--- config.mk ---
export PLATFORM = sky130hd
export DESIGN_NAME = mfp_device_flat
export DESIGN_NICKNAME = d
export VERILOG_FILES = /design/src/pkg/mfp_pkg.sv /design/src/pkg/mfp_link_if.sv /design/src/mfp_device.sv /design/src/flat_wrapper.sv
export SDC_FILE = /design/constraint.sdc
export NUM_CORES = 1
export LEC_CHECK = 0
export ABC_AREA = 1
export BUFFER_PORTS_ARGS = -buffer_cell sky130_fd_sc_hd__buf_2
export CORE_ASPECT_RATIO = 1.5
export CORE_MARGIN = 1.5
export CORE_UTILIZATION = 54
export DETAILED_ROUTE_END_ITERATION = 10
export GPL_ROUTABILITY_DRIVEN = 0
export PLACE_DENSITY = 0.75
export SLEW_MARGIN = 30
export SYNTH_ARGS = -nofsm -noshare
export SYNTH_HDL_FRONTEND = slang
export SYNTH_SLANG_ARGS = --single-unit
--- constraint.sdc ---
create_clock -name clk_i -period 2.65 [get_ports clk_i]
set_clock_uncertainty 0.2 [all_clocks]
set_input_delay 0.53 -clock clk_i [delete_from_list [all_inputs] [get_ports clk_i]]
set_output_delay 0.53 -clock clk_i [all_outputs]
set_load 0.01 [all_outputs]
--- src/pkg/mfp_pkg.sv ---
// package for the fifo partition and ecc status block
// assumes one 40 MHz clock shared by both ends of the register link
package mfp_pkg;
    // ==========================================================
    // register indices on the link (one 32-bit word each)
    localparam logic [6:0] REG_CLEAR = 7'h36;
    localparam logic [6:0] REG_INJ = 7'h3D;
    localparam logic [6:0] REG_SIZE = 7'h3E;
    localparam logic [6:0] REG_TFC = 7'h3F;
    localparam logic [6:0] REG_TXFILL = 7'h40;
    localparam logic [6:0] REG_OVF = 7'h41;
    localparam logic [6:0] REG_ECCADDR = 7'h42;
    localparam logic [6:0] REG_CECC0 = 7'h43;
    localparam logic [6:0] REG_CECC_LAST = 7'h49;
    localparam logic [6:0] REG_IRQ_STAT = 7'h4A;
    localparam logic [6:0] REG_IRQ_MASK = 7'h4B;
    // ==========================================================
    // fields and reset values
    localparam int HI_LSB = 8;
    localparam int LO_LSB = 4;
    localparam int HTX_LSB = 0;
    localparam int CLR_TX_BIT = 1;
    localparam int CLR_RX_BIT = 0;
    localparam logic [11:0] SIZE_RESET = 12'h464;
    localparam logic [3:0] SIZE_MAX_CODE = 4'h8;
    localparam logic [4:0] TOTAL_STEPS = 5'h0E;
    localparam logic [13:0] HALFWORDS_PER_STEP = 14'h0400;
    localparam int CECC_NUM = 7;
    localparam logic [2:0] CECC_RX_LO = 3'h0;
    localparam logic [2:0] CECC_RX_HI = 3'h1;
    localparam logic [2:0] CECC_HTX = 3'h4;
    // interrupt status bits
    localparam int IRQ_OVF_BIT = 0;
    localparam int IRQ_ECC_BIT = 1;
    // ==========================================================
    // host controller software registers
    localparam logic [1:0] HREG_CTRL = 2'h0;
    localparam logic [1:0] HREG_STAT = 2'h1;
    localparam logic [1:0] HREG_RADDR = 2'h2;
    localparam logic [1:0] HREG_RDATA = 2'h3;
    localparam int CTRL_GO_BIT = 16;
    localparam int RADDR_RD_BIT = 8;
    localparam int RADDR_WR_BIT = 9;
endpackage

--- src/pkg/mfp_link_if.sv ---
// register link between the host controller and the device end
// assumes a single shared clock; read data return one cycle after rd
`timescale 1ns/10ps
`default_nettype none
interface mfp_link_if;
    logic [6:0] addr;
    logic [31:0] wdata;
    logic wr;
    logic rd;
    logic [31:0] rdata;
    modport dev (input addr, input wdata, input wr, input rd, output rdata);
    modport host (output addr, output wdata, output wr, output rd, input rdata);
endinterface
`default_nettype wire

--- src/mfp_device.sv ---
// device end: fifo size config, tx fill tracking, overflow and ecc status
// assumes the link master keeps strobes one cycle and never both at once
//
// Summary of operation
// RULE1 - host halts traffic, fifos empty before resize
// RULE2 - host discards all frames before resize
// RULE3 - host clears fifos, then writes sizes
// RULE4 - host keeps total allocation within 28 kB
// RULE5 - high rx size bits 11:8, reset 4
// RULE6 - low rx size bits 7:4, reset 6
// RULE7 - tx size bits 3:0, reset 4
// RULE8 - read-only 9-bit tx frame count
// RULE9 - read-only 14-bit tx half-word fill
// RULE10 - 32-bit count of overflow-dropped tx frames
// RULE11 - record 14-bit ecc fault address
// RULE12 - 10-bit corrected error counter per fifo
// RULE13 - index 0 low, 1 high, 4 tx
// RULE14 - tx flush mid-frame aborts with bad fcs
// RULE15 - rx resumes storing at next frame start
// RULE16 - no high-queue routing when high size zero
// RULE17 - size codes above 16 kB are reserved
`timescale 1ns/10ps
`default_nettype none
module mfp_device
    import mfp_pkg::*;
(
    input wire logic clk_i,
    input wire logic rst_n_i,
    mfp_link_if.dev link,
    input wire logic tx_push_i,
    input wire logic tx_push_last_i,
    input wire logic tx_pop_i,
    input wire logic tx_pop_last_i,
    input wire logic tx_busy_i,
    input wire logic rx_frame_start_i,
    input wire logic ecc_det_i,
    input wire logic [13:0] ecc_addr_i,
    input wire logic ecc_corr_i,
    input wire logic [2:0] ecc_fifo_i,
    output logic [3:0] rx_high_queue_size_o,
    output logic [3:0] rx_low_queue_size_o,
    output logic [3:0] host_transmit_queue_size_o,
    output logic rx_store_en_o,
    output logic tx_abort_bad_fcs_o,
    output logic irq_o
);
    // ==========================================================
    // configuration registers
    logic [11:0] size_cfg;
    logic inj;
    logic [1:0] irq_mask;
    logic [1:0] irq_stat;
    logic wr_clr;
    logic flush_tx;
    logic flush_rx;
    logic [13:0] tx_cap;
    logic [3:0] htx_code;

    assign wr_clr = link.wr && (link.addr == REG_CLEAR);
    assign flush_tx = wr_clr && link.wdata[CLR_TX_BIT];
    assign flush_rx = wr_clr && link.wdata[CLR_RX_BIT];

    always_ff @(posedge clk_i or negedge rst_n_i) begin
        if (!rst_n_i) begin
            size_cfg <= SIZE_RESET; // see RULE5 see RULE6 see RULE7
            inj <= 1'b0;
            irq_mask <= 2'h0;
        end else if (link.wr) begin
            case (link.addr)
                REG_SIZE: size_cfg <= link.wdata[11:0];
                REG_INJ: inj <= link.wdata[0];
                REG_IRQ_MASK: irq_mask <= link.wdata[1:0];
                default: ;
            endcase
        end
    end

    always_ff @(posedge clk_i or negedge rst_n_i) begin
        if (!rst_n_i) begin
            rx_high_queue_size_o <= SIZE_RESET[HI_LSB +: 4];
            rx_low_queue_size_o <= SIZE_RESET[LO_LSB +: 4];
            host_transmit_queue_size_o <= SIZE_RESET[HTX_LSB +: 4];
        end else begin
            rx_high_queue_size_o <= size_cfg[HI_LSB +: 4]; // see RULE5
            rx_low_queue_size_o <= size_cfg[LO_LSB +: 4]; // see RULE6
            host_transmit_queue_size_o <= size_cfg[HTX_LSB +: 4]; // see RULE7
        end
    end

    // a reserved tx size code is clamped so tx capacity never exceeds 16 kB; rx codes pass through unclamped
    assign htx_code = (size_cfg[HTX_LSB +: 4] > SIZE_MAX_CODE) ? SIZE_MAX_CODE : size_cfg[HTX_LSB +: 4]; // see RULE17
    assign tx_cap = 14'(htx_code * HALFWORDS_PER_STEP);

    // ==========================================================
    // host transmit fifo occupancy
    logic [13:0] tx_fill;
    logic [8:0] tx_frames;
    logic [31:0] ovf_drops;
    logic dropping;
    logic room;
    logic push_ok;

    assign room = tx_fill < tx_cap;
    assign push_ok = tx_push_i && !dropping && room;

    always_ff @(posedge clk_i or negedge rst_n_i) begin
        if (!rst_n_i) begin
            tx_fill <= 14'h0000;
        end else if (flush_tx) begin
            tx_fill <= 14'h0000;
        end else begin
            tx_fill <= tx_fill + 14'(push_ok) - 14'(tx_pop_i && tx_fill != 14'h0000); // see RULE9
        end
    end

    always_ff @(posedge clk_i or negedge rst_n_i) begin
        if (!rst_n_i) begin
            tx_frames <= 9'h000;
        end else if (flush_tx) begin
            tx_frames <= 9'h000;
        end else begin
            tx_frames <= tx_frames + 9'(tx_push_i && tx_push_last_i && !dropping && room)
                - 9'(tx_pop_last_i && tx_frames != 9'h000); // see RULE8
        end
    end

    // a frame that meets a full fifo is dropped whole and counted at its end;
    // words already accepted stay, which is a known limitation of this model
    always_ff @(posedge clk_i or negedge rst_n_i) begin
        if (!rst_n_i) begin
            dropping <= 1'b0;
        end else if (tx_push_i && tx_push_last_i) begin
            dropping <= 1'b0;
        end else if (tx_push_i && !room) begin
            dropping <= 1'b1;
        end
    end

    logic ovf_event;
    assign ovf_event = tx_push_i && tx_push_last_i && (dropping || !room);

    always_ff @(posedge clk_i or negedge rst_n_i) begin
        if (!rst_n_i) begin
            ovf_drops <= 32'h0000_0000;
        end else if (ovf_event) begin
            ovf_drops <= ovf_drops + 32'h0000_0001; // see RULE10
        end
    end

    // flushing mid-frame stops the frame and forces a bad check sequence
    always_ff @(posedge clk_i or negedge rst_n_i) begin
        if (!rst_n_i) begin
            tx_abort_bad_fcs_o <= 1'b0;
        end else begin
            tx_abort_bad_fcs_o <= flush_tx && tx_busy_i; // see RULE14
        end
    end

    // ==========================================================
    // receive side resume after flush
    always_ff @(posedge clk_i or negedge rst_n_i) begin
        if (!rst_n_i) begin
            rx_store_en_o <= 1'b1;
        end else if (flush_rx) begin
            rx_store_en_o <= 1'b0;
        end else if (rx_frame_start_i) begin
            rx_store_en_o <= 1'b1; // see RULE15
        end
    end

    // ==========================================================
    // ecc status
    logic [13:0] ecc_addr;
    logic [9:0] cecc [CECC_NUM];

    always_ff @(posedge clk_i or negedge rst_n_i) begin
        if (!rst_n_i) begin
            ecc_addr <= 14'h0000;
        end else if (ecc_det_i) begin
            ecc_addr <= ecc_addr_i; // see RULE11
        end
    end

    // counters saturate rather than wrap so a burst is never hidden
    always_ff @(posedge clk_i or negedge rst_n_i) begin
        if (!rst_n_i) begin
            for (int i = 0; i < CECC_NUM; i++) begin
                cecc[i] <= 10'h000;
            end
        end else if (ecc_corr_i && int'(ecc_fifo_i) < CECC_NUM && cecc[ecc_fifo_i] != 10'h3FF) begin
            // index 0 low rx, 1 high rx, 4 host tx; see RULE12 see RULE13
            cecc[ecc_fifo_i] <= cecc[ecc_fifo_i] + 10'h001;
        end
    end

    // ==========================================================
    // interrupts: set wins over a write-one clear in the same cycle
    logic [1:0] irq_set;
    logic [1:0] irq_clr;
    assign irq_set = {ecc_det_i, ovf_event};
    assign irq_clr = (link.wr && link.addr == REG_IRQ_STAT) ? link.wdata[1:0] : 2'h0;

    always_ff @(posedge clk_i or negedge rst_n_i) begin
        if (!rst_n_i) begin
            irq_stat <= 2'h0;
        end else begin
            irq_stat <= (irq_stat & ~irq_clr) | irq_set;
        end
    end

    always_ff @(posedge clk_i or negedge rst_n_i) begin
        if (!rst_n_i) begin
            irq_o <= 1'b0;
        end else begin
            irq_o <= |(((irq_stat & ~irq_clr) | irq_set) & ~irq_mask);
        end
    end

    // ==========================================================
    // read data, one cycle after the strobe; unmapped reads return zero
    logic [31:0] next_rdata;
    always_comb begin
        next_rdata = 32'h0000_0000;
        if (link.addr >= REG_CECC0 && link.addr <= REG_CECC_LAST) begin
            next_rdata = {22'h000000, cecc[3'(link.addr - REG_CECC0)]}; // see RULE12
        end else begin
            case (link.addr)
                REG_INJ: next_rdata = {31'h0000_0000, inj};
                REG_SIZE: next_rdata = {20'h00000, size_cfg};
                REG_TFC: next_rdata = {23'h000000, tx_frames}; // see RULE8
                REG_TXFILL: next_rdata = {18'h00000, tx_fill}; // see RULE9
                REG_OVF: next_rdata = ovf_drops; // see RULE10
                REG_ECCADDR: next_rdata = {18'h00000, ecc_addr}; // see RULE11
                REG_IRQ_STAT: next_rdata = {30'h0000_0000, irq_stat};
                REG_IRQ_MASK: next_rdata = {30'h0000_0000, irq_mask};
                default: next_rdata = 32'h0000_0000;
            endcase
        end
    end

    always_ff @(posedge clk_i or negedge rst_n_i) begin
        if (!rst_n_i) begin
            link.rdata <= 32'h0000_0000;
        end else if (link.rd) begin
            link.rdata <= next_rdata;
        end else begin
            link.rdata <= 32'h0000_0000;
        end
    end
endmodule
`default_nettype wire

--- src/flat_wrapper.sv ---
// flat-port wrapper written by rule: the top's interface ports become plain ports
module mfp_device_flat import mfp_pkg::*;
  (clk_i, rst_n_i, tx_push_i, tx_push_last_i, tx_pop_i, tx_pop_last_i, tx_busy_i, rx_frame_start_i, ecc_det_i, ecc_addr_i, ecc_corr_i, ecc_fifo_i, rx_high_queue_size_o, rx_low_queue_size_o, host_transmit_queue_size_o, rx_store_en_o, tx_abort_bad_fcs_o, irq_o, link_addr, link_wdata, link_wr, link_rd, link_rdata);
  mfp_link_if link_i ();
  input wire logic clk_i;
  input wire logic rst_n_i;
  input wire logic tx_push_i;
  input wire logic tx_push_last_i;
  input wire logic tx_pop_i;
  input wire logic tx_pop_last_i;
  input wire logic tx_busy_i;
  input wire logic rx_frame_start_i;
  input wire logic ecc_det_i;
  input wire logic [13:0] ecc_addr_i;
  input wire logic ecc_corr_i;
  input wire logic [2:0] ecc_fifo_i;
  output logic [3:0] rx_high_queue_size_o;
  output logic [3:0] rx_low_queue_size_o;
  output logic [3:0] host_transmit_queue_size_o;
  output logic rx_store_en_o;
  output logic tx_abort_bad_fcs_o;
  output logic irq_o;
  input wire logic [$bits(link_i.addr)-1:0] link_addr;
  input wire logic [$bits(link_i.wdata)-1:0] link_wdata;
  input wire logic [$bits(link_i.wr)-1:0] link_wr;
  input wire logic [$bits(link_i.rd)-1:0] link_rd;
  output wire logic [$bits(link_i.rdata)-1:0] link_rdata;
  assign link_i.addr = link_addr;
  assign link_i.wdata = link_wdata;
  assign link_i.wr = link_wr;
  assign link_i.rd = link_rd;
  assign link_rdata = link_i.rdata;
  mfp_device u_core (.clk_i(clk_i), .rst_n_i(rst_n_i), .link(link_i), .tx_push_i(tx_push_i), .tx_push_last_i(tx_push_last_i), .tx_pop_i(tx_pop_i), .tx_pop_last_i(tx_pop_last_i), .tx_busy_i(tx_busy_i), .rx_frame_start_i(rx_frame_start_i), .ecc_det_i(ecc_det_i), .ecc_addr_i(ecc_addr_i), .ecc_corr_i(ecc_corr_i), .ecc_fifo_i(ecc_fifo_i), .rx_high_queue_size_o(rx_high_queue_size_o), .rx_low_queue_size_o(rx_low_queue_size_o), .host_transmit_queue_size_o(host_transmit_queue_size_o), .rx_store_en_o(rx_store_en_o), .tx_abort_bad_fcs_o(tx_abort_bad_fcs_o), .irq_o(irq_o));
endmodule
Word level (Yosys, flattened, before mapping)
Index checks and enable logic that the tools add are counted.
- bits of input ports: 68
- register bits after elaboration: 204
- word-level logic and storage cells: 104
- add/subtract/negate cells: 7
- reductions and logical operators: 29
- bitwise operators: 7
- order comparisons: 8
- mux-type cells: 20
- equal/unequal tests: 10
- operator list (kind ; number):
    $pmux 32 s8 ; 1
    $bwmux 70 ; 1
    $mux 32 ; 2
    $bmux 10 s3 ; 2
    $mux 10 ; 5
    $eq 7x7->1 const B ; 5
    $add 32x1->32 const B ; 1
    $demux 10 s3 ; 1
    $eq 7x6->1 const B ; 4
    $logic_and 1x1->1 ; 18
    $add 14x1->14 ; 1
    $lt 14x14->1 ; 1
    $mux 14 ; 1
    $reduce_bool 14->1 ; 1
    $sub 14x1->14 ; 1
    $add 10x1->10 const B ; 1
    $ne 10x10->1 const B ; 1
    $add 9x1->9 ; 1
    $mux 9 ; 1
    $reduce_bool 9->1 ; 1
    $sub 9x1->9 ; 1
    $ge 4x4->1 const B ; 2
    $not 3->4 ; 2
    $ge 7x7->1 const B ; 1
    16 further kinds ; 25

Logic depth before layout (Yosys ltp)
Gate-level depths: netlist (run 1).
- depth in word-level cells: 9
- gate-level depth with buffers: 17
- depth with buffers taken out: 17

Worst setup path before layout (run 1)
OpenSTA, ideal clock, no wires.
- kind: in2reg
- start point: input port link_addr[0]
- end point: register u_core.size_cfg[7]
- stages on the path: 13
- data required time: 2.372 ns
- path buffers: 4
- library setup time: 0.078 ns
- data arrival time: 2.594 ns
- setup slack: -0.222 ns
- cells stage by stage: clkbuf_1 -> inv_1 -> clkbuf_1 -> clkbuf_1 -> ha_1 -> inv_1 -> nor2_1 -> nand2_1 -> clkinv_1 -> nand2_1 -> clkbuf_1 -> nor2_1 -> a21oi_1
- longest elaborated chain between the ends: 2
- ends and longest elaborated chain (what ; RTL line ; RTL):
    start: declaration ; flat_wrapper.sv:23 ; input wire logic [$bits(link_i.addr)-1:0] link_addr;
    $eq 7x6->1 ; mfp_device.sv:69 ; case (link.addr)
    $reduce_and 2->1 (no source line) ; - ;
    end signal: assignment ; mfp_device.sv:70 ; REG_SIZE: size_cfg <= link.wdata[11:0];
    end: declaration ; mfp_device.sv:49 ; logic [11:0] size_cfg;
No other way between the ends.
A chain may end at the register's enable or synchronous reset.

Worst setup path after layout (run 1)
- start point: register u_core.size_cfg[3]
- end point: register u_core.tx_frames[8]
- longest elaborated chain between the ends: 7
- ends and longest elaborated chain (what ; RTL line ; RTL):
    $gt 4x4->1 ; mfp_device.sv:91 ; assign htx_code = (size_cfg[HTX_LSB +: 4] > SIZE_MAX_CODE) ? SIZE_MAX_CODE : size_cfg[HTX_LSB +: 4];
    $mux 4 (*) ; mfp_device.sv:91 ;
    $lt 14x14->1 (*) ; mfp_device.sv:103 ; assign room = tx_fill < tx_cap;
    $logic_and 1x1->1 (*) ; mfp_device.sv:122 ; tx_frames <= tx_frames + 9'(tx_push_i && tx_push_last_i && !dropping && room)
    $add 9x1->9 (*) ; mfp_device.sv:122 ;
    $sub 9x1->9 (*) ; mfp_device.sv:123 ; - 9'(tx_pop_last_i && tx_frames != 9'h000);
    $mux 9 (*) ; mfp_device.sv:119 ; end else if (flush_tx) begin
    end signal: assignment ; mfp_device.sv:122 ;
    end: declaration ; mfp_device.sv:97 ; logic [8:0] tx_frames;
Mark *: on every way between the ends. The rest lies on a longest branch, timed or not.

==> results.rst, run 1 <==
.. list-table::
   :header-rows: 1

   * - Metric
     - Value
   * - Status
     - finished, violations left
   * - Violated checks
     - negative setup slack
   * - Half-perimeter wire length after detailed placement
     - 23.4 mm
   * - Residual overflow from global routing
     - 0
   * - Initial Util
     - 54.8%
   * - Post-Syn Nets
     - 1514
   * - R2R setup slack
     - -0.28 ns
   * - Summed area of non-filler cells in the final layout
     - 13900 um^2
   * - Transition at the pin with the smallest max-transition slack
     - 0.653 ns
   * - Dominant combinational cell family by area after synthesis
     - simple AND/OR/NAND/NOR gates
   * - Diodes inserted
     - 0
   * - Num Clock Sinks
     - 204
   * - FMAX
     - 341 MHz
   * - Maximum number of buffers from clock root to sink
     - 3
   * - Average size of a mapped cell
     - 7.95 um^2
   * - Critical path endpoint category
     - flip-flop
   * - Reg-to-reg startpoint
     - u_core.size_cfg[3]
   * - TritonCTS buffer count
     - 21
   * - PD cells
     - 871 nW/um^2
   * - Post-synthesis instance area
     - 11100 um^2
   * - Register bit total from synthesis
     - 204
   * - Io pins
     - 115
   * - Adder-cell area share of the yosys netlist
     - 4.96%
   * - Clock tree from TritonCTS
     - yes
   * - Power after layout
     - 12.1 mW
   * - Drc violations
     - 0
   * - Total of endpoints with negative setup slack in the final report
     - 14
   * - Register area
     - 5120 um^2
   * - # rows
     - 64
   * - Leakage power total
     - 7.24 nW
   * - Hold WS
     - 0.0266 ns
   * - DRT Wirelength
     - 32.5 mm
   * - Root buf cell
     - sky130_fd_sc_hd__clkbuf_16
   * - Max cap viols
     - 0
   * - Sink of the worst hold path
     - u_core.tx_abort_bad_fcs_o
   * - Crit Path Max Fanout
     - 5
   * - Worst slew margin
     - 56.2%
   * - DRC violation total after the first TritonRoute iteration
     - 789
   * - Startpoint types
     - flip-flop
   * - Part of the Yosys area used for sequential elements
     - 45.9%
   * - CTS HTree Levels
     - 1
   * - Port Buffers
     - 94
   * - Place WS
     - -0.324 ns
   * - Footprint of the multi-input gates
     - 5220 um^2
   * - GRT Overall Usage
     - 30.7%
   * - Placement-stage cell area
     - 12900 um^2
   * - Cell type with the highest aggregate area in the netlist
     - sky130_fd_sc_hd__dfrtp_1
   * - Number of antenna violations at the first check in global routing
     - 0
   * - Ratio of final minimum period to clock period
     - 111%
   * - Residual antenna-violating net count after detailed routing
     - 0
   * - Height of the die
     - 179 um
   * - Vias per cell
     - 5.54
   * - Initial DRT Pass Iterations
     - 8
   * - Top post-synthesis cells by area
     - sky130_fd_sc_hd__dfrtp_1 44%, sky130_fd_sc_hd__nand2_1 11%, sky130_fd_sc_hd__inv_1 6.4%
   * - Synthesized-area fraction occupied by xor and xnor cells
     - 2.83%
   * - Min-delay src
     - tx_busy_i
   * - Number of placed instances with taps included
     - 1851
   * - Unrepaired setup endpoints after global routing
     - yes
   * - Number of max-slew violations in the final report
     - 0
   * - Final Instance Count excl. Fillers
     - 1897
   * - Post-Syn Instances
     - 1403
   * - Clock-pin slew on the worst setup and hold paths
     - 0.06 ns
   * - Start-to-end type of the worst setup path
     - flip-flop to flip-flop
   * - Worst Setup Slack, final
     - -0.280 ns
   * - Clock latency of the later-clocked register in the worst-skew pair
     - 0.50 ns
   * - Simple-Gate Fraction of Synth Area
     - 23.5%
   * - Reg2reg path depth
     - 15
   * - Compound-Gate Fraction of Synth Area
     - 13.0%
   * - Total die area
     - 21500 um^2
   * - Number of nets at the end of the flow
     - 1730
   * - Count of flip-flops with a built-in enable after synthesis
     - 0
   * - Capture point of the worst reg-to-reg path
     - u_core.tx_frames[8]
   * - Wirelength per Cell
     - 17.1 um
   * - Fill count
     - 1653
   * - Worst endpoint data arrival time
     - 3.11 ns
   * - Via count of the routed design
     - 10500
   * - Most frequently used flop master after synthesis
     - sky130_fd_sc_hd__dfrtp_1
   * - Post-synth top area share
     - 43.8%
   * - Share of cells above drive strength 1
     - 22.2%
   * - Required time at the endpoint of the critical path
     - 2.83 ns
   * - Endpoints failing hold
     - 0
   * - Core Box Area
     - 20300 um^2
   * - Worst vdd ir
     - 0.000542 V
   * - Floorplan die width
     - 120 um
   * - Post-route minimum period
     - 2.93 ns
   * - Class of the tightest hold or removal check
     - input port to flip-flop
   * - Unique cell type count in the Yosys netlist
     - 43
   * - Largest net degree at the start of global routing
     - 53
   * - Number of warnings reported in the yosys synthesis log
     - 0
   * - Async set or reset register ratio after synthesis
     - 100%
   * - Post-synthesis mux area share
     - 0.685%
   * - Global-route wire length before repair
     - 52.0 mm
   * - Area growth syn-to-layout
     - 24.3%
   * - Vias in the first global route
     - 10600
   * - Number of stages on the worst hold path
     - 3
[cells in the mapped netlist (3+ instances only)]
library cell               instances
sky130_fd_sc_hd__a211oi_1          3
sky130_fd_sc_hd__o21ai_1          21
sky130_fd_sc_hd__nor4_1            9
sky130_fd_sc_hd__nor2_1          121
sky130_fd_sc_hd__o22ai_1          20
sky130_fd_sc_hd__mux2_2            5
sky130_fd_sc_hd__nand3_4           8
sky130_fd_sc_hd__a21oi_1          60
sky130_fd_sc_hd__nor2_2            6
sky130_fd_sc_hd__dfstp_2           9
sky130_fd_sc_hd__dfrtp_1         195
sky130_fd_sc_hd__ha_1             41
sky130_fd_sc_hd__nor3_1           33
sky130_fd_sc_hd__a221oi_1          5
sky130_fd_sc_hd__or2_2             3
sky130_fd_sc_hd__o21ai_0         134
sky130_fd_sc_hd__o221ai_1         10
sky130_fd_sc_hd__buf_6            13
sky130_fd_sc_hd__o211ai_1          6
sky130_fd_sc_hd__clkbuf_1         29
sky130_fd_sc_hd__inv_2             5
sky130_fd_sc_hd__nand2_1         334
sky130_fd_sc_hd__xnor2_1           6
sky130_fd_sc_hd__nand3_1          72
sky130_fd_sc_hd__inv_1           190
sky130_fd_sc_hd__xor2_1           30
sky130_fd_sc_hd__nand4_1          12
sky130_fd_sc_hd__buf_4             3
[how the worst max path moves through the flow]
stage                       startpoint             endpoint  slack [ns]  cells after the start
floorplan           u_core.size_cfg[2]   u_core.tx_fill[10]       -0.02                     13
global placement    u_core.size_cfg[3]  u_core.tx_frames[6]       -0.30                     16
detailed placement  u_core.size_cfg[2]   u_core.tx_fill[10]       -0.32                     14
CTS                 u_core.size_cfg[2]  u_core.tx_frames[8]       -0.25                     15
global route        u_core.size_cfg[3]  u_core.tx_frames[8]       -0.43                     16
finish              u_core.size_cfg[3]  u_core.tx_frames[8]       -0.28                     15
[layout make-up]
cell class	instances	area share, %
Multi-Input combinational cell	956	37.7
Timing Repair Buffer	239	12.6
Tap cell	264	2.38
Sequential cell	204	36.9
Clock inverter	7	0.632
Inverter	197	5.37
Clock buffer	30	4.40
[state kept, by name, summed over array words and instances, names as in the netlist]
register,count
u_core.tx_abort_bad_fcs_o,1
u_core.irq_mask,2
u_core.size_cfg,12
u_core.host_transmit_queue_size_o,4
u_core.rx_high_queue_size_o,4
u_core.tx_fill,14
u_core.cecc,70
u_core.dropping,1
u_core.irq_stat,2
u_core.rx_low_queue_size_o,4
u_core.rx_store_en_o,1
u_core.ovf_drops,32
u_core.inj,1
u_core.tx_frames,9
u_core.link.rdata,32
u_core.ecc_addr,14
u_core.irq_o,1
[through the flow]
step	TNS, ns	util, %
3_3_place_gp	-3.31	63.4
5_1_grt	-5.21	68.1
4_1_cts	-1.73	67.5
2_1_floorplan	-0.0421	-
6_report	-2.74	68.1
3_5_place_dp	-5.67	63.4
[cell families after synthesis]
logic type	Yosys count
mux	7
xor+xnor	36
compound gates	265
buf+inv	243
flops	204
fa+ha+maj	43
simple gates	605
[worst max-delay path: stages, from the launching register on]
cell and delay [ns]:
sky130_fd_sc_hd__dfrtp_1 0.40, sky130_fd_sc_hd__inv_2 0.11, sky130_fd_sc_hd__ha_1 0.28, sky130_fd_sc_hd__a21oi_2 0.14, sky130_fd_sc_hd__o211ai_1 0.13, sky130_fd_sc_hd__buf_4 0.16, sky130_fd_sc_hd__nor3b_4 0.21, sky130_fd_sc_hd__ha_2 0.22
sky130_fd_sc_hd__inv_2 0.04, sky130_fd_sc_hd__fa_2 0.32, sky130_fd_sc_hd__inv_2 0.09, sky130_fd_sc_hd__a31oi_4 0.09, sky130_fd_sc_hd__inv_2 0.07, sky130_fd_sc_hd__nand4_1 0.11, sky130_fd_sc_hd__a21oi_1 0.17, sky130_fd_sc_hd__nor2_1 0.06
[placed cells by master (no fill, tap or decap), types with 8 or more instances in the layout]
cell type / n
sky130_fd_sc_hd__a21oi_1: 55
sky130_fd_sc_hd__buf_12: 12
sky130_fd_sc_hd__buf_2: 93
sky130_fd_sc_hd__buf_4: 126
sky130_fd_sc_hd__clkbuf_16: 21
sky130_fd_sc_hd__dfrtp_1: 194
sky130_fd_sc_hd__dfstp_2: 9
sky130_fd_sc_hd__ha_1: 36
sky130_fd_sc_hd__inv_1: 181
sky130_fd_sc_hd__inv_2: 14
sky130_fd_sc_hd__nand2_1: 327
sky130_fd_sc_hd__nand3_1: 68
sky130_fd_sc_hd__nand3_4: 8
sky130_fd_sc_hd__nand4_1: 12
sky130_fd_sc_hd__nor2_1: 114
sky130_fd_sc_hd__nor2_2: 13
sky130_fd_sc_hd__nor3_1: 31
sky130_fd_sc_hd__nor4_1: 9
sky130_fd_sc_hd__o21ai_0: 119
sky130_fd_sc_hd__o21ai_1: 32
sky130_fd_sc_hd__o221ai_1: 10
sky130_fd_sc_hd__o22ai_1: 20
sky130_fd_sc_hd__xor2_1: 30
[per-layer routing]
layer | GRT usage [%] | up-vias | share of wire (%)
li1 | - | 4975 | -
met1 | 34.1 | 5001 | 37
met2 | 57.2 | 404 | 52
met3 | 3.15 | 134 | 5.0
met4 | 17.0 | 0 | 6.2
met5 | 0 | - | 0
[report_power, final]
part / switching [mW] / total [mW] / internal, mW
Sequential: 0.344 / 4.00 / 3.66
Clock: 1.23 / 3.02 / 1.79
Combinational: 2.87 / 5.05 / 2.18
Total: 4.44 / 12.1 / 7.63
[timing repair]
action / in CTS / in global routing
pin swaps: 14 / 22
buffers inserted: 4 / 4
endpoints found under the hold margin: 43 / 0
hold buffers: 1 / 0
gates resized for setup: 36 / 25
setup endpoints to repair: 15 / 26
(Power assumes the default switching activity.)
==> run 2, diff against run 1 <==
- CTS_BUF_LIST: default -> sky130_fd_sc_hd__clkbuf_4
- TNS_END_PERCENT: default -> 1
==> run 2 against run 1 <==
The run still ends with negative setup slack left. Critical path type unchanged. Sequential share of layout area is 0.75 points lower. Routed wire length is 0.39% lower. Worst hold slack better by 0.027 ns. Critical path depth stayed put. Setup slack worse by 0.048 ns. Die area stayed put. Sequential power hardly changed. Via count is 1.8% higher. Clock power is 10% lower.
==> results.rst, run 2 (synthesis results as in run 1) <==
.. list-table::
   :header-rows: 1

   * - Metric
     - Value
   * - Sink of the worst hold path
     - u_core.irq_mask[1]
   * - Worst vdd ir
     - 0.000464 V
   * - Vias in the first global route
     - 11100
   * - Number of antenna violations at the first check in global routing
     - 1
   * - Pint
     - 7.11 mW
   * - Endpoints failing hold
     - 0
   * - Clock power frac
     - 23.5%
   * - Final Instance Count excl. Fillers
     - 1991
   * - CTS HTree Levels
     - 2
   * - TritonCTS buffer count
     - 53
   * - CP max stage cell
     - sky130_fd_sc_hd__dfrtp_1
   * - Total die area
     - 21500 um^2
   * - Largest net degree at the start of global routing
     - 59
   * - Ratio of final minimum period to clock period
     - 112%
   * - Most used routing layer
     - met2
   * - Min-delay src
     - link_wr
   * - Residual overflow from global routing
     - 0
   * - Port Buffers
     - 94
   * - Net switching power
     - 4.41 mW
   * - Switching Share
     - 38.3%
   * - Number of stages on the worst hold path
     - 3
   * - Io pins
     - 115
   * - DRC violation total after the first TritonRoute iteration
     - 787
   * - Commonest non-fill, non-tap cells in the layout
     - 329 x sky130_fd_sc_hd__nand2_1, 195 x sky130_fd_sc_hd__dfrtp_1, 188 x sky130_fd_sc_hd__inv_1
   * - Max FFs per register
     - 70
   * - Worst Setup Slack, final
     - -0.328 ns
   * - Register with the most flip-flops
     - u_core.cecc
   * - DRT Wirelength
     - 32.4 mm
   * - Area growth syn-to-layout
     - 26.8%
   * - Reg2reg path depth
     - 15
   * - Max cap viols
     - 0
   * - GRT Overall Usage
     - 30.7%
   * - R2R setup slack
     - -0.33 ns
   * - Number of max-slew violations in the final report
     - 0
   * - Global routing met3 resource utilization
     - 3.98%
   * - Height of the die
     - 179 um
   * - Place WS
     - -0.429 ns
   * - Total of endpoints with negative setup slack in the final report
     - 16
   * - Share of cells above drive strength 1
     - 22.9%
   * - Clock latency of the later-clocked register in the worst-skew pair
     - 0.69 ns
   * - Root buf cell
     - sky130_fd_sc_hd__clkbuf_4
   * - Clock-pin slew on the worst setup and hold paths
     - 0.07 ns
   * - Reg power frac
     - 34.6%
   * - # rows
     - 64
   * - Num Clock Sinks
     - 204
   * - Violated checks
     - negative setup slack
   * - Final core utilization
     - 69.5%
   * - Leakage power total
     - 7.45 nW
   * - Reg-to-reg startpoint
     - u_core.size_cfg[3]
   * - Met1 GRT Util
     - 32.9%
   * - Worst slew margin
     - 60.6%
   * - Core Box Area
     - 20300 um^2
   * - Vias per cell
     - 5.38
   * - Residual antenna-violating net count after detailed routing
     - 0
   * - Floorplan die width
     - 120 um
   * - Crit Path Max Fanout
     - 5
   * - Required time at the endpoint of the critical path
     - 2.99 ns
   * - Critical path endpoint category
     - flip-flop
   * - Number of nets at the end of the flow
     - 1795
   * - Transition at the pin with the smallest max-transition slack
     - 0.586 ns
   * - Global-route wire length before repair
     - 52.1 mm
   * - Via count of the routed design
     - 10700
   * - Startpoint types
     - flip-flop
   * - Initial DRT Pass Iterations
     - 5
   * - Clock tree from TritonCTS
     - yes
   * - Status
     - finished, violations left
   * - Unrepaired setup endpoints after global routing
     - yes
   * - Fill count
     - 1664
   * - Maximum number of buffers from clock root to sink
     - 3
   * - Registers with the highest flip-flop counts
     - u_core.cecc: 70 flops, u_core.link.rdata: 32 flops, u_core.ovf_drops: 32 flops
   * - Final total negative setup slack
     - -2.80 ns
   * - Drc violations
     - 0
   * - FMAX
     - 336 MHz
   * - Cell-by-cell trace of the critical path
     - inv_2, nand2_1, ha_1, a21oi_2, o211ai_1, nor3b_2, ha_2, inv_1, fa_2, inv_2, a31oi_2, inv_1, nand4_1, a21oi_1, nor2_1
   * - Wirelength per Cell
     - 16.3 um
   * - Delay of the slowest cell on the worst path
     - 0.39 ns
   * - Capture point of the worst reg-to-reg path
     - u_core.tx_frames[8]
   * - Half-perimeter wire length after detailed placement
     - 23.4 mm
   * - Number of placed instances with taps included
     - 1855
   * - PD cells
     - 815 nW/um^2
   * - Power after layout
     - 11.5 mW
   * - Initial Util
     - 54.8%
   * - Start-to-end type of the worst setup path
     - flip-flop to flip-flop
   * - Most common cell after layout, fill and taps aside
     - sky130_fd_sc_hd__nand2_1
   * - GR Layer Usage met2
     - 56.4%
   * - Post-route minimum period
     - 2.98 ns
   * - Worst endpoint data arrival time
     - 3.32 ns
   * - Combinational group share of total power
     - 41.9%
   * - Class of the tightest hold or removal check
     - input port to flip-flop
==> run 2: cell count changes in the layout (fill, tap and decap cells not counted), moves of 4 or more <==
cell	change
sky130_fd_sc_hd__clkbuf_4	+80
sky130_fd_sc_hd__dlygate4sd3_1	+33
sky130_fd_sc_hd__clkbuf_16	-21
sky130_fd_sc_hd__clkinv_1	+11
sky130_fd_sc_hd__o21ai_0	+8
sky130_fd_sc_hd__buf_12	+7
sky130_fd_sc_hd__inv_1	+7
sky130_fd_sc_hd__inv_2	-7
sky130_fd_sc_hd__o21ai_1	-6
sky130_fd_sc_hd__buf_6	-5
sky130_fd_sc_hd__clkbuf_8	-5
sky130_fd_sc_hd__clkbuf_1	-4
sky130_fd_sc_hd__ha_4	-4
==> run 2: worst max-delay path by stage <==
stage	start	endpoint	cells past startpoint
final	u_core.size_cfg[3]	u_core.tx_frames[8]	15
after global placement	u_core.size_cfg[3]	u_core.tx_frames[6]	16
after CTS	u_core.size_cfg[2]	u_core.tx_fill[8]	14
after detailed placement	u_core.size_cfg[3]	u_core.tx_frames[6]	16
after floorplan	u_core.size_cfg[2]	u_core.tx_fill[10]	13
after global routing	u_core.size_cfg[3]	u_core.tx_frames[6]	16
==> run 2: metrics by stage <==
| step | hold slack [ns] | cell area [um^2] |
|---|---|---|
| after floorplan | 0.0344 | 11200 |
| after global placement | 0.156 | 13000 |
| after detailed placement | 0.158 | 13000 |
| after CTS | 0.0324 | 14100 |
| after global routing | 0.0967 | 14100 |
| final | 0.0533 | 14100 |
==> run 2: cell type report <==
type / instances / area [um^2] / area share, %
Clock inverter: 17 / 78.8 / 0.558
Multi-Input combinational cell: 956 / 5120 / 36.2
Inverter: 197 / 744 / 5.27
Clock buffer: 80 / 601 / 4.25
Timing Repair Buffer: 272 / 2140 / 15.2
Antenna cell: 1 / 2.50 / 0.0177
Sequential cell: 204 / 5120 / 36.2
Tap cell: 264 / 330 / 2.34
==> run 2: layer usage <==
metal,up-vias,wire length (um)
li1,5146,-
met5,-,0
met1,5012,11800
met3,136,1630
met2,413,16900
met4,0,2040
==> run 2: critical path, delay by kind of cell (launching register included) <==
| family | cells | cell delay [ns] |
|---|---|---|
| adder cells (fa/ha/maj) | 3 | 0.85 |
| AO/OA/AOI/OAI | 4 | 0.54 |
| flip-flops | 1 | 0.39 |
| buffers and inverters | 4 | 0.33 |
| AND/OR/NAND/NOR | 4 | 0.51 |
==> run 2: what timing repair did <==
item | 4_1_cts | 5_1_grt
gates resized for setup | 18 | 18
pin swaps | 8 | 6
setup buffers | 2 | 2
hold endpoints to repair | 86 | 0
hold buffers | 34 | 0
setup endpoints to repair | 20 | 43
==> run 2: power groups by stage <==
| stage | Clock (mW) | Sequential, mW | Combinational, mW |
|---|---|---|---|
| floorplan | 0 | 3.96 | 2.69 |
| global placement | 0 | 4.00 | 4.17 |
| detailed placement | 0 | 4.02 | 4.33 |
| CTS | 2.77 | 3.97 | 4.59 |
| global route | 2.94 | 4.04 | 5.39 |
| finish | 2.71 | 3.99 | 4.83 |
